$ cat src/rtl/pfodl_pkg.sv
// Register map, field layout and reset values of the fault-B/override block
package pfodl_pkg;
    localparam int N_PAIRS = 3;
    localparam int N_PINS = 6;
    localparam int REG_W = 16;
    localparam int ADDR_W = 8;
    localparam logic [7:0] OFS_FAULT_B = 8'h00;
    localparam logic [7:0] OFS_OVERRIDE = 8'h04;
    localparam logic [7:0] OFS_DUTY1 = 8'h08;
    localparam logic [7:0] OFS_DUTY2 = 8'h0c;
    localparam logic [7:0] OFS_DUTY3 = 8'h10;
    localparam logic [7:0] OFS_KEY = 8'h14;
    localparam logic [7:0] OFS_CON_ONE = 8'h18;
    localparam logic [7:0] OFS_FAULT_A = 8'h1c;
    localparam logic [7:0] OFS_CON_TWO = 8'h20;
    localparam logic [7:0] OFS_STATUS = 8'h24;
    localparam int SEL_FB = 0;
    localparam int SEL_OVD = 1;
    localparam int SEL_DC1 = 2;
    localparam int SEL_KEY = 5;
    localparam int SEL_CON1 = 6;
    localparam int SEL_FA = 7;
    localparam int SEL_CON2 = 8;
    localparam int SEL_STAT = 9;
    localparam int N_SEL = 10;
    localparam logic [15:0] FB_RESET = 16'h0007;
    localparam logic [15:0] FB_MASK = 16'h3f87;
    localparam logic [15:0] OVD_RESET = 16'h3f00;
    localparam logic [15:0] OVD_MASK = 16'h3f3f;
    localparam logic [15:0] CON1_RESET = 16'h0000;
    localparam logic [15:0] CON1_MASK = 16'h0777;
    localparam logic [15:0] CON2_RESET = 16'h0000;
    localparam logic [15:0] CON2_MASK = 16'h0006;
    localparam logic [15:0] DUTY_RESET = 16'h0000;
    localparam logic [15:0] KEY_RESET = 16'h0000;
    localparam logic [15:0] FULL_MASK = 16'hffff;
    localparam int FB_OVR_LSB = 8;
    localparam int FB_MODE_BIT = 7;
    localparam int FB_EN_LSB = 0;
    localparam int OVD_SEL_LSB = 8;
    localparam int OVD_MAN_LSB = 0;
    localparam int CON2_IUE_BIT = 2;
    localparam int CON2_OVERRIDE_TIMEBASE_SYNC_BIT = 1;
    localparam int ST_OPEN_BIT = 0;
    localparam int ST_LATCH_BIT = 1;
    localparam int ST_CBC_BIT = 2;
    localparam int ST_LOCK_BIT = 3;
    typedef enum logic [2:0] {
        KEY_IDLE = 3'b001,
        KEY_HALF = 3'b010,
        KEY_OPEN = 3'b100
    } pfodl_key_t;
endpackage

$ cat src/rtl/pfodl_pin_drive.sv
// Per-pin output selection: fault force, generator or manual level
`timescale 1ns/1ps
module pfodl_pin_drive
    import pfodl_pkg::*;
#(
    parameter int PINS = N_PINS
)
(
    input wire logic [PINS-1:0] gen_level,
    input wire logic [PINS-1:0] drive_sel,
    input wire logic [PINS-1:0] manual_level,
    input wire logic [PINS-1:0] fault_force,
    input wire logic [PINS-1:0] fault_value,
    output logic [PINS-1:0] pin_level
);
    generate
        if (PINS != N_PINS)
        begin : g_bad
            $error("pfodl_pin_drive serves exactly six pins");
        end
        for (genvar i = 0; i < PINS; i++)
        begin : g_pin
            always_comb
            begin
                if (fault_force[i])
                    pin_level[i] = fault_value[i];
                else if (drive_sel[i])
                    pin_level[i] = gen_level[i];
                else
                    pin_level[i] = manual_level[i];
            end
        end
    endgenerate
endmodule // pfodl_pin_drive

$ cat src/rtl/pfodl_top.sv
// Fault-B, manual override, duty and write-lock block with APB slave
// Overview of operation
// - An asserted second fault input forces each enabled pin to its override value.
// - With cycle mode set the fault override holds only until a period start without fault.
// - With cycle mode clear a fault latches the pins at their override values.
// - Three pair enable bits put each pair under fault control and reset to one.
// - The second fault input is enabled after reset and software must clear it if unused.
// - A set drive select bit gives the pin to the generator, cleared gives manual, reset one.
// - With drive select clear the pin follows its manual level bit, which resets to zero.
// - Three 16-bit duty registers reset to zero and supply each pair's compare value.
// - With the lock setting one, protected registers take writes only after the key.
// - With the lock setting zero, protected registers take writes at any time.
// - The key register is 16-bit read/write, resets to zero and is checked for the key.
// - Unimplemented bits of fault and override registers read zero and ignore writes.
// - Override changes apply at period start with sync set, else on the next cycle.
// - Duty writes apply at once with immediate update set, else at period start.
//
// Chosen here: the APB slave port and the placing of the registers.
`timescale 1ns/1ps
module pfodl_top
    import pfodl_pkg::*;
#(
    parameter logic [15:0] KEY_FIRST = 16'h00a5,
    parameter logic [15:0] KEY_SECOND = 16'h005a
)
(
    input wire logic pclk,
    input wire logic presetn,
    input wire logic psel,
    input wire logic penable,
    input wire logic pwrite,
    input wire logic [ADDR_W-1:0] paddr,
    input wire logic [31:0] pwdata,
    input wire logic [3:0] pstrb,
    output logic [31:0] prdata,
    output logic pready,
    output logic pslverr,
    input wire logic write_lock_config,
    input wire logic second_fault_input,
    input wire logic pwm_period_sync,
    input wire logic [N_PAIRS-1:0] gen_high,
    input wire logic [N_PAIRS-1:0] gen_low,
    output logic [N_PAIRS-1:0] high_side_output,
    output logic [N_PAIRS-1:0] low_side_output,
    output logic [REG_W-1:0] duty_active_pair1,
    output logic [REG_W-1:0] duty_active_pair2,
    output logic [REG_W-1:0] duty_active_pair3
);
    generate
        if (KEY_FIRST == KEY_SECOND)
        begin : g_bad_key
            $error("pfodl_top key words must differ");
        end
    endgenerate

    // Address decode to a one-hot select
    function automatic logic [N_SEL-1:0] decode(input logic [ADDR_W-1:0] a);
        logic [N_SEL-1:0] s;
        s = '0;
        if (a == OFS_FAULT_B)
            s[SEL_FB] = 1'b1;
        else if (a == OFS_OVERRIDE)
            s[SEL_OVD] = 1'b1;
        else if (a == OFS_DUTY1)
            s[SEL_DC1] = 1'b1;
        else if (a == OFS_DUTY2)
            s[SEL_DC1+1] = 1'b1;
        else if (a == OFS_DUTY3)
            s[SEL_DC1+2] = 1'b1;
        else if (a == OFS_KEY)
            s[SEL_KEY] = 1'b1;
        else if (a == OFS_CON_ONE)
            s[SEL_CON1] = 1'b1;
        else if (a == OFS_FAULT_A)
            s[SEL_FA] = 1'b1;
        else if (a == OFS_CON_TWO)
            s[SEL_CON2] = 1'b1;
        else if (a == OFS_STATUS)
            s[SEL_STAT] = 1'b1;
        return s;
    endfunction

    // Byte-lane merge with the implemented-bit mask
    function automatic logic [15:0] merge(input logic [15:0] old,
        input logic [31:0] wd, input logic [3:0] st, input logic [15:0] m);
        logic [15:0] nv;
        nv[15:8] = st[1] ? wd[15:8] : old[15:8];
        nv[7:0] = st[0] ? wd[7:0] : old[7:0];
        return nv & m;
    endfunction

    logic [N_SEL-1:0] sel;
    logic wr_go;
    logic prot_ok;
    logic pready_q;
    logic pslverr_q;
    logic [31:0] prdata_q;
    logic [15:0] rd_mux;
    logic [15:0] fb_q;
    logic [15:0] fa_q;
    logic [15:0] con1_q;
    logic [15:0] con2_q;
    logic [15:0] ovd_q;
    logic [15:0] ovd_act_q;
    logic [15:0] key_q;
    logic [15:0] duty_q [N_PAIRS];
    logic [15:0] duty_act_q [N_PAIRS];
    pfodl_key_t key_state_q;
    logic lock_cfg_q;
    logic lock_seen_q;
    logic fault_cbc_q;
    logic fault_latch_q;
    logic fault_on;
    logic fb_wr;
    logic [N_PAIRS-1:0] pair_fault;
    logic [N_PINS-1:0] pin_force;
    logic [N_PINS-1:0] gen_level;
    logic [N_PINS-1:0] pin_level;
    logic first_q;

    assign sel = decode(paddr);
    assign wr_go = psel & penable & pwrite & pready_q;
    assign prot_ok = !lock_cfg_q || (key_state_q == KEY_OPEN);
    assign fb_wr = wr_go & sel[SEL_FB] & prot_ok;

    // APB answer: one wait state, data and error from flops
    always_ff @(posedge pclk or negedge presetn)
    begin
        if (!presetn)
        begin
            pready_q <= 1'b0;
            pslverr_q <= 1'b0;
            prdata_q <= '0;
        end
        else if (psel && penable && !pready_q)
        begin
            pready_q <= 1'b1;
            pslverr_q <= ~(|sel);
            prdata_q <= {16'h0000, rd_mux};
        end
        else
        begin
            pready_q <= 1'b0;
            pslverr_q <= 1'b0;
        end
    end
    assign pready = pready_q;
    assign pslverr = pslverr_q;
    assign prdata = prdata_q;

    // Read mux; masks keep unimplemented bits at zero
    always_comb
    begin
        rd_mux = '0;
        if (sel[SEL_FB])
            rd_mux = fb_q & FB_MASK;
        else if (sel[SEL_OVD])
            rd_mux = ovd_q & OVD_MASK;
        else if (sel[SEL_DC1])
            rd_mux = duty_q[0];
        else if (sel[SEL_DC1+1])
            rd_mux = duty_q[1];
        else if (sel[SEL_DC1+2])
            rd_mux = duty_q[2];
        else if (sel[SEL_KEY])
            rd_mux = key_q;
        else if (sel[SEL_CON1])
            rd_mux = con1_q;
        else if (sel[SEL_FA])
            rd_mux = fa_q;
        else if (sel[SEL_CON2])
            rd_mux = con2_q;
        else if (sel[SEL_STAT])
        begin
            rd_mux[ST_OPEN_BIT] = key_state_q == KEY_OPEN;
            rd_mux[ST_LATCH_BIT] = fault_latch_q;
            rd_mux[ST_CBC_BIT] = fault_cbc_q;
            rd_mux[ST_LOCK_BIT] = lock_cfg_q;
        end
    end

    // Lock setting is caught on the first edge after reset release
    always_ff @(posedge pclk or negedge presetn)
    begin
        if (!presetn)
        begin
            lock_cfg_q <= 1'b1;
            lock_seen_q <= 1'b0;
        end
        else if (!lock_seen_q)
        begin
            lock_cfg_q <= write_lock_config;
            lock_seen_q <= 1'b1;
        end
    end

    // Key register storage
    always_ff @(posedge pclk or negedge presetn)
    begin
        if (!presetn)
            key_q <= KEY_RESET;
        else if (wr_go && sel[SEL_KEY])
            key_q <= merge(key_q, pwdata, pstrb, FULL_MASK);
    end

    // Unlock sequence: two key words in order, one protected write
    always_ff @(posedge pclk or negedge presetn)
    begin
        if (!presetn)
            key_state_q <= KEY_IDLE;
        else if (wr_go && sel[SEL_KEY])
        begin
            case (key_state_q)
                KEY_IDLE:
                    key_state_q <= (pwdata[15:0] == KEY_FIRST) ?
                        KEY_HALF : KEY_IDLE;
                KEY_HALF:
                    key_state_q <= (pwdata[15:0] == KEY_SECOND) ?
                        KEY_OPEN : KEY_IDLE;
                default:
                    key_state_q <= KEY_IDLE;
            endcase
        end
        else if (wr_go && (sel[SEL_FB] || sel[SEL_FA] || sel[SEL_CON1]))
            key_state_q <= KEY_IDLE;
    end

    // Protected registers
    always_ff @(posedge pclk or negedge presetn)
    begin
        if (!presetn)
            fb_q <= FB_RESET;
        else if (fb_wr)
            fb_q <= merge(fb_q, pwdata, pstrb, FB_MASK);
    end

    always_ff @(posedge pclk or negedge presetn)
    begin
        if (!presetn)
            fa_q <= FB_RESET;
        else if (wr_go && sel[SEL_FA] && prot_ok)
            fa_q <= merge(fa_q, pwdata, pstrb, FB_MASK);
    end

    always_ff @(posedge pclk or negedge presetn)
    begin
        if (!presetn)
            con1_q <= CON1_RESET;
        else if (wr_go && sel[SEL_CON1] && prot_ok)
            con1_q <= merge(con1_q, pwdata, pstrb, CON1_MASK);
    end

    // Unprotected control: immediate update and override sync
    always_ff @(posedge pclk or negedge presetn)
    begin
        if (!presetn)
            con2_q <= CON2_RESET;
        else if (wr_go && sel[SEL_CON2])
            con2_q <= merge(con2_q, pwdata, pstrb, CON2_MASK);
    end

    // Override register and its active copy
    always_ff @(posedge pclk or negedge presetn)
    begin
        if (!presetn)
            ovd_q <= OVD_RESET;
        else if (wr_go && sel[SEL_OVD])
            ovd_q <= merge(ovd_q, pwdata, pstrb, OVD_MASK);
    end

    always_ff @(posedge pclk or negedge presetn)
    begin
        if (!presetn)
            ovd_act_q <= OVD_RESET;
        else if (!con2_q[CON2_OVERRIDE_TIMEBASE_SYNC_BIT] || pwm_period_sync)
            ovd_act_q <= ovd_q;
    end

    // Duty registers and their active compare values
    always_ff @(posedge pclk or negedge presetn)
    begin
        if (!presetn)
        begin
            for (int i = 0; i < N_PAIRS; i++)
                duty_q[i] <= DUTY_RESET;
        end
        else
        begin
            for (int i = 0; i < N_PAIRS; i++)
                if (wr_go && sel[SEL_DC1+i])
                    duty_q[i] <= merge(duty_q[i], pwdata, pstrb,
                        FULL_MASK);
        end
    end

    always_ff @(posedge pclk or negedge presetn)
    begin
        if (!presetn)
        begin
            for (int i = 0; i < N_PAIRS; i++)
                duty_act_q[i] <= DUTY_RESET;
        end
        else if (con2_q[CON2_IUE_BIT] || pwm_period_sync)
        begin
            for (int i = 0; i < N_PAIRS; i++)
                duty_act_q[i] <= duty_q[i];
        end
    end
    assign duty_active_pair1 = duty_act_q[0];
    assign duty_active_pair2 = duty_act_q[1];
    assign duty_active_pair3 = duty_act_q[2];

    // Cycle-by-cycle hold: cleared at a period start with no fault
    always_ff @(posedge pclk or negedge presetn)
    begin
        if (!presetn)
            fault_cbc_q <= 1'b0;
        else if (second_fault_input)
            fault_cbc_q <= 1'b1;
        else if (pwm_period_sync)
            fault_cbc_q <= 1'b0;
    end

    // Latched fault: cleared by an accepted fault control write
    always_ff @(posedge pclk or negedge presetn)
    begin
        if (!presetn)
            fault_latch_q <= 1'b0;
        else if (second_fault_input)
            fault_latch_q <= 1'b1;
        else if (fb_wr)
            fault_latch_q <= 1'b0;
    end

    assign fault_on = second_fault_input |
        (fb_q[FB_MODE_BIT] ? fault_cbc_q : fault_latch_q);
    assign pair_fault = fb_q[FB_EN_LSB +: N_PAIRS] & {N_PAIRS{fault_on}};
    generate
        for (genvar p = 0; p < N_PAIRS; p++)
        begin : g_pair
            assign pin_force[2*p +: 2] = {2{pair_fault[p]}};
            assign gen_level[2*p] = gen_low[p];
            assign gen_level[2*p+1] = gen_high[p];
        end
    endgenerate

    pfodl_pin_drive #(
        .PINS(N_PINS)
    ) u_pin_drive (
        .gen_level(gen_level),
        .drive_sel(ovd_act_q[OVD_SEL_LSB +: N_PINS]),
        .manual_level(ovd_act_q[OVD_MAN_LSB +: N_PINS]),
        .fault_force(pin_force),
        .fault_value(fb_q[FB_OVR_LSB +: N_PINS]),
        .pin_level(pin_level)
    );

    // Registered pin outputs
    always_ff @(posedge pclk or negedge presetn)
    begin
        if (!presetn)
        begin
            high_side_output <= '0;
            low_side_output <= '0;
        end
        else
        begin
            for (int p = 0; p < N_PAIRS; p++)
            begin
                high_side_output[p] <= pin_level[2*p+1];
                low_side_output[p] <= pin_level[2*p];
            end
        end
    end

    always_ff @(posedge pclk or negedge presetn)
    begin
        if (!presetn)
            first_q <= 1'b1;
        else
            first_q <= 1'b0;
    end
endmodule // pfodl_top

$ cat config.mk
export PLATFORM = sky130hd
export DESIGN_NAME = pfodl_top
export DESIGN_NICKNAME = d
export VERILOG_FILES = /design/src/rtl/pfodl_pkg.sv /design/src/rtl/pfodl_pin_drive.sv /design/src/rtl/pfodl_top.sv
export SDC_FILE = /design/constraint.sdc
export NUM_CORES = 1
export LEC_CHECK = 0
export BUFFER_PORTS_ARGS = -buffer_cell sky130_fd_sc_hd__buf_2
export CAP_MARGIN = 15
export CORE_ASPECT_RATIO = 1.4
export CORE_MARGIN = 5
export CORE_UTILIZATION = 50
export CTS_CLUSTER_DIAMETER = 60
export CTS_CLUSTER_SIZE = 12
export DETAILED_ROUTE_END_ITERATION = 10
export MAX_ROUTING_LAYER = met4
export PLACE_DENSITY = 0.73
export SYNTH_ARGS = -nofsm -noshare
export SYNTH_HDL_FRONTEND = slang
export SYNTH_SLANG_ARGS = --single-unit
$ cat constraint.sdc
create_clock -name pclk -period 2.1 [get_ports pclk]
set_input_delay 0.42 -clock pclk [delete_from_list [all_inputs] [get_ports pclk]]
set_output_delay 0.42 -clock pclk [all_outputs]
set_load 0.005 [all_outputs]
Word-level counts from Yosys, hierarchy flattened
Index checks and enable logic that the tools add are counted.

cells by class
  equal/unequal tests = 14
  multiplexer cells = 53
  bitwise operators = 8
  reduce and logical (&&, ||, !) cells = 43

operators by type and width
  cell                                            number
  2-to-1 mux 16 bit                               6
  AND reduction 2 bit                             17
  == test 8 x 5 -> 1 bit, second input constant   4
  2-to-1 mux 1 bit                                30
  2-to-1 mux 14 bit                               2
  == test 16 x 7 -> 1 bit, second input constant  1
  == test 16 x 8 -> 1 bit, second input constant  1
  == test 8 x 4 -> 1 bit, second input constant   2
  == test 8 x 6 -> 1 bit, second input constant   2
  logical AND 1 bit                               13
  2-to-1 mux 3 bit                                4
  2-to-1 mux 4 bit                                3
  OR reduction 10 bit                             1
  2-to-1 mux 9 bit                                1
  == test 8 x 3 -> 1 bit, second input constant   1
  logical NOT 8 bit                               1
  2-to-1 mux 8 bit                                1
  2-to-1 mux 7 bit                                1
  2-to-1 mux 6 bit                                1
  one-hot mux 3 bit (2 select lines)              1
  nonzero test 2 bit                              3
  AND 1 bit                                       5
  logical OR 1 bit                                5
  2-to-1 mux 5 bit                                1
  8 further kinds                                 11

word-level totals
  flip-flop bits (word level) = 198
  output and inout port bits = 88
  word-level logic and storage cells = 149

Logic depth before layout (Yosys ltp)
  word-level depth = 21
  mapped depth = 7
  depth with buffers taken out = 6

Cells and area by module
From an unflattened synthesis, not the netlist that was laid out.

unflattened totals
  cell total of the unflattened synthesis = 694
  area, all modules = 8961.1 µm²

by module, submodules not included
  module           times used  cells each  area each (µm²)  seq. area each (µm²)
  pfodl_top        1           676         8848.5           4979.8
  pfodl_pin_drive  1           18          112.6            0.0

Worst setup path before layout
OpenSTA, ideal clock, no wires.

  path kind = input-to-reg
  start = in paddr[2]
  end = reg key_state_q[2]
  arrival = 1.818 ns
  setup slack = 0.155 ns
  stages on the path = 7
  path buffers = 2
  path through = buf_2 > buf_1 > nor2_1 > xnor2_1 > or3b_2 > nand2_1 > o21ai_0

between the ends
  word-level cells in the longest chain between the ends = 13

RTL lines
  element                        RTL line          source
  start: declaration             pfodl_top.sv:32   input wire logic [ADDR_W-1:0] paddr,
  == test 8 x 5 -> 1 bit         pfodl_top.sv:74   else if (a == OFS_FAULT_A)
  2-to-1 mux 1 bit               pfodl_top.sv:74
  2-to-1 mux 3 bit               pfodl_top.sv:72   else if (a == OFS_CON_ONE)
  2-to-1 mux 4 bit               pfodl_top.sv:70   else if (a == OFS_KEY)
  2-to-1 mux 5 bit               pfodl_top.sv:68   else if (a == OFS_DUTY3)
  2-to-1 mux 6 bit               pfodl_top.sv:66   else if (a == OFS_DUTY2)
  2-to-1 mux 7 bit               pfodl_top.sv:64   else if (a == OFS_DUTY1)
  2-to-1 mux 8 bit               pfodl_top.sv:62   else if (a == OFS_OVERRIDE)
  2-to-1 mux 9 bit               pfodl_top.sv:60   if (a == OFS_FAULT_B)
  logical OR 1 bit (2 in a row)  pfodl_top.sv:224  else if (wr_go && (sel[SEL_FB] || sel[SEL_FA] || sel[SEL_CON1]))
  logical AND 1 bit              pfodl_top.sv:224
  nonzero test 2 bit (no line)   --
  end signal: assignment         pfodl_top.sv:215  key_state_q <= (pwdata[15:0] == KEY_FIRST) ?
  end signal: assignment         pfodl_top.sv:218  key_state_q <= (pwdata[15:0] == KEY_SECOND) ?
  end: declaration               pfodl_top.sv:108  pfodl_key_t key_state_q;

Several ways; a longest one is shown, not always the timed one.
A chain may end at the register's enable or synchronous reset.

Final worst setup path
  start = reg key_state_q[1]
  end = reg con1_q[0]

between the ends
  word-level cells in the longest chain between the ends = 4

RTL lines
  element                        RTL line          source
  == test 3 bit                  pfodl_top.sv:123  assign prot_ok = !lock_cfg_q || (key_state_q == KEY_OPEN);
  logical OR 1 bit               pfodl_top.sv:123
  logical AND 1 bit              pfodl_top.sv:249  else if (wr_go && sel[SEL_CON1] && prot_ok)
  AND reduction 2 bit (no line)  --
  end signal: assignment         pfodl_top.sv:250  con1_q <= merge(con1_q, pwdata, pstrb, CON1_MASK);
  end: declaration               pfodl_top.sv:101  logic [15:0] con1_q;

No other way between the ends.

==> impl_results.md <==
- Cell Area, Placed: 10300 um2
- Internal power: 5.53 mW
- Slew margin rel.: between 60% and 70%
- Overflow after GRT: 0
- H-tree depth: 4
- Global-route wire length before repair: about 37000 um
- I/O pin cnt: 146
- Fin crit period: between 2 and 2.5 ns
- Family with the most delay on the worst path: simple AND/OR/NAND/NOR gates
- RSZ-0062 raised after global routing: yes
- Kind of critical path: flop to flop
- Count of clock tree sinks: about 200
- Worst Path Arrival: ~2.4 ns
- Period utilisation layout: between 90% and 100%
- Vias in the first global route: a little under 7000
- Switching Share: between 20% and 30%
- Post-synthesis sequential area ratio: around 55%
- Synth Warn #: 0
- Synth top area cells: dfrtp_1 (50%), mux2_2 (22%), dfstp_2 (5.9%)
- Ant diodes: 0
- Total Nets Final: 940
- CP max stage cell: or3b_2
- Top-area cell type share of the netlist area: between 40% and 50%
- Post-synth EDFFs: 0
- Die X: 123 um
- Final Util: ~61%
- CTS Buf Count: 17
- Routed Antenna Nets: 0
- Final hold violations: 0
- Post-DR wirelength/cell: 20.3 um
- Crit-path cells: or3b_2, and2_1, nor3_4, nand3_2, mux2_2
- Comb pwr share: under 10%
- Hold wc startpoint: write_lock_config
- Pwr Total: ~7.4 mW
- Drt first pass iters: 5
- Yosys cell types: 55
- Endpoint type of the worst setup path: flop
- Layout cell share with drive strength beyond 1: 48.0%
- CTS tree: yes
- Core area: between 15000 and 20000 um2
- Drc violations: 0
- Count of buffer and inverter cells on the critical path: 0
- Setup_tns: 0 ns
- Worst Hold Class: primary input to flop
- #FFs+latches synth: ~200
- Initial antenna violation count: 0
- Max Root-Sink Buffers: 2
- Row count: 58
- Setup violations, final: 0
- Die area: just over 20000 um2
- Vias per std cell: around 5.7
- Cell area after synthesis: 8970 um2
- Flop pwr share: between 50 and 60%
- Req. time, crit path: roughly 2.4 ns
- Top-count cell post-synth: dfrtp_1
- Status: completed
- Syn avg cell area: around 13 um2
- Starting Density: ~50%
- Routed Wire Length: 23100 um
- Startpoint Class: flop
- Pwr dens: 680 nW/um2
- Cells after Synth: 714
- Die H: ~170 um
- Post-route cell area: roughly 11000 um2
- Clock Tree Root: clkbuf_16
- Buffers on Ports: 111
- Worst slew pin tran: about 0.50 ns
- Final Wtd Congestion: 0.933
- Total track usage: roughly a quarter
- Ys async rst share: 100%
- Leak: around 5.5 nW
- Latest clock arrival within the worst-skew pair: ~0.44 ns
- Largest area contributor in the netlist: dfrtp_1
- Peak Freq: approximately 490 MHz
- Area grow syn2layout: 20.6%
- Iter 0 DRT Violations: approximately 450
- CP Max Fanout: 6
- Worst Setup SP: key_state_q[1]
- Largest net degree at the start of global routing: between 50 and 60
- Clk slew on worst S/H paths: about 0.070 ns
- Slew Viols, Final: 0
- Maximum VDD drop: approximately 0.47 mV
- Crit path largest cell delay: around 0.52 ns
- Primary FF master, synth: dfrtp_1
- Worst hold slack: 0.217 ns
- R2R Path Start: key_state_q[1]
- Clock share of power: 41.4%
- Hpwl dp: roughly 17000 um
- Clk_skew: 0.0103 ns
- Net Sw Power: ~1.8 mW
- Vias: around 6500
- Max-Cap Viols: 0
- Most frequent cells after synthesis: dfrtp_1 (178), mux2_2 (177), a21oi_1 (39), nand2_1 (36), nor2_1 (31)
==> placed cells by master (no fill, tap or decap), types with 4 or more instances in the layout <==
master	netlist	final
nor2b_1	6	6
buf_4	17	65
a221oi_1	5	5
mux2i_1	18	18
o22a_1	4	4
o2bb2ai_1	5	5
clkbuf_16	0	17
a21oi_1	39	39
inv_1	12	12
nor3_1	10	9
buf_12	0	6
o211ai_1	4	4
a31oi_1	5	5
conb_1	2	17
nor4_1	5	5
mux2_2	177	177
nand3_1	15	15
clkinvlp_4	0	4
buf_2	3	110
dfrtp_1	178	178
inv_6	0	5
o21ai_0	27	27
nand2_2	4	5
nand2_1	36	35
a22oi_1	11	11
nor2_1	31	30
dfstp_2	20	20
==> layout make-up <==
class	instances	area, um2
Multi-Input combinational cell	469	3760
Timing Repair Buffer	183	1180
Clock buffer	17	425
Clock inverter	15	123
Sequential cell	198	4980
Inverter	13	48.8
Tap cell	240	300
Fill cell	1492	7030
==> registers in the layout, summed over array words and instances, names as in the netlist, 9 cells and up <==
signal,count
duty_active_pair3,16
prdata,16
fa_q,10
duty_active_pair1,16
duty_q,48
con1_q,9
key_q,16
ovd_q,12
ovd_act_q,12
fb_q,10
duty_active_pair2,16
==> per-stage QoR <==
step | setup slack [ns] | instances
after detailed placement | -0.111 | 1102
after CTS | 0.0112 | 1135
after floorplan | 0.155 | 729
final | 0.0471 | 1135
after global placement | -0.0797 | 1102
after global routing | -0.0141 | 1135
==> kinds of logic (layout without fill, tap and decap cells) <==
group / Yosys count / after routing / synth area share [%]
flip-flops: 198 / 198 / 55.5
multiplexers: 195 / 195 / 24.2
AND/OR/NAND/NOR: 139 / 139 / 8.46
AO/OA/AOI/OAI: 117 / 117 / 8.30
buffers and inverters: 62 / 228 / 3.35
other: 2 / 17 / 0.0837
XOR/XNOR: 1 / 1 / 0.0976
==> worst paths after layout <==
| kind | slack (ns) | depth (start not counted) | endpoint |
|---|---|---|---|
| max | 0.05 | 5 | con1_q[0] |
| min | 0.22 | 2 | lock_cfg_q |
| max reg2reg | 0.05 | 5 | con1_q[0] |
| min reg2reg | 0.49 | 2 | prdata[1] |
| max in group asynchronous | 0.94 | 3 | lock_cfg_q |
| min in group asynchronous | 0.49 | 2 | duty_active_pair1[0] |
==> per-layer routing <==
layer	global-route usage [%]	share of wire [%]	vias to the layer above
met4	11.9	4.8	0
met3	4.24	4.5	77
li1	-	-	2909
met5	-	0	-
met2	40.3	52	219
met1	27.4	38	3258
==> power groups by stage <==
stage	Combinational, mW	Clock [mW]	Sequential (mW)
global placement	0.464	0	3.91
floorplan	0.205	0	3.91
global route	0.514	3.28	3.84
detailed placement	0.468	0	3.91
finish	0.471	3.04	3.84
CTS	0.472	3.11	3.84
==> timing repair <==
action	in CTS	in global routing
endpoints found under the hold margin	44	0
gates resized for setup	1	1
cloned	0	0
buffers inserted	0	0
setup endpoints to repair	6	12
hold buffers	1	0
Note: power is estimated with default switching activity, not from simulation.
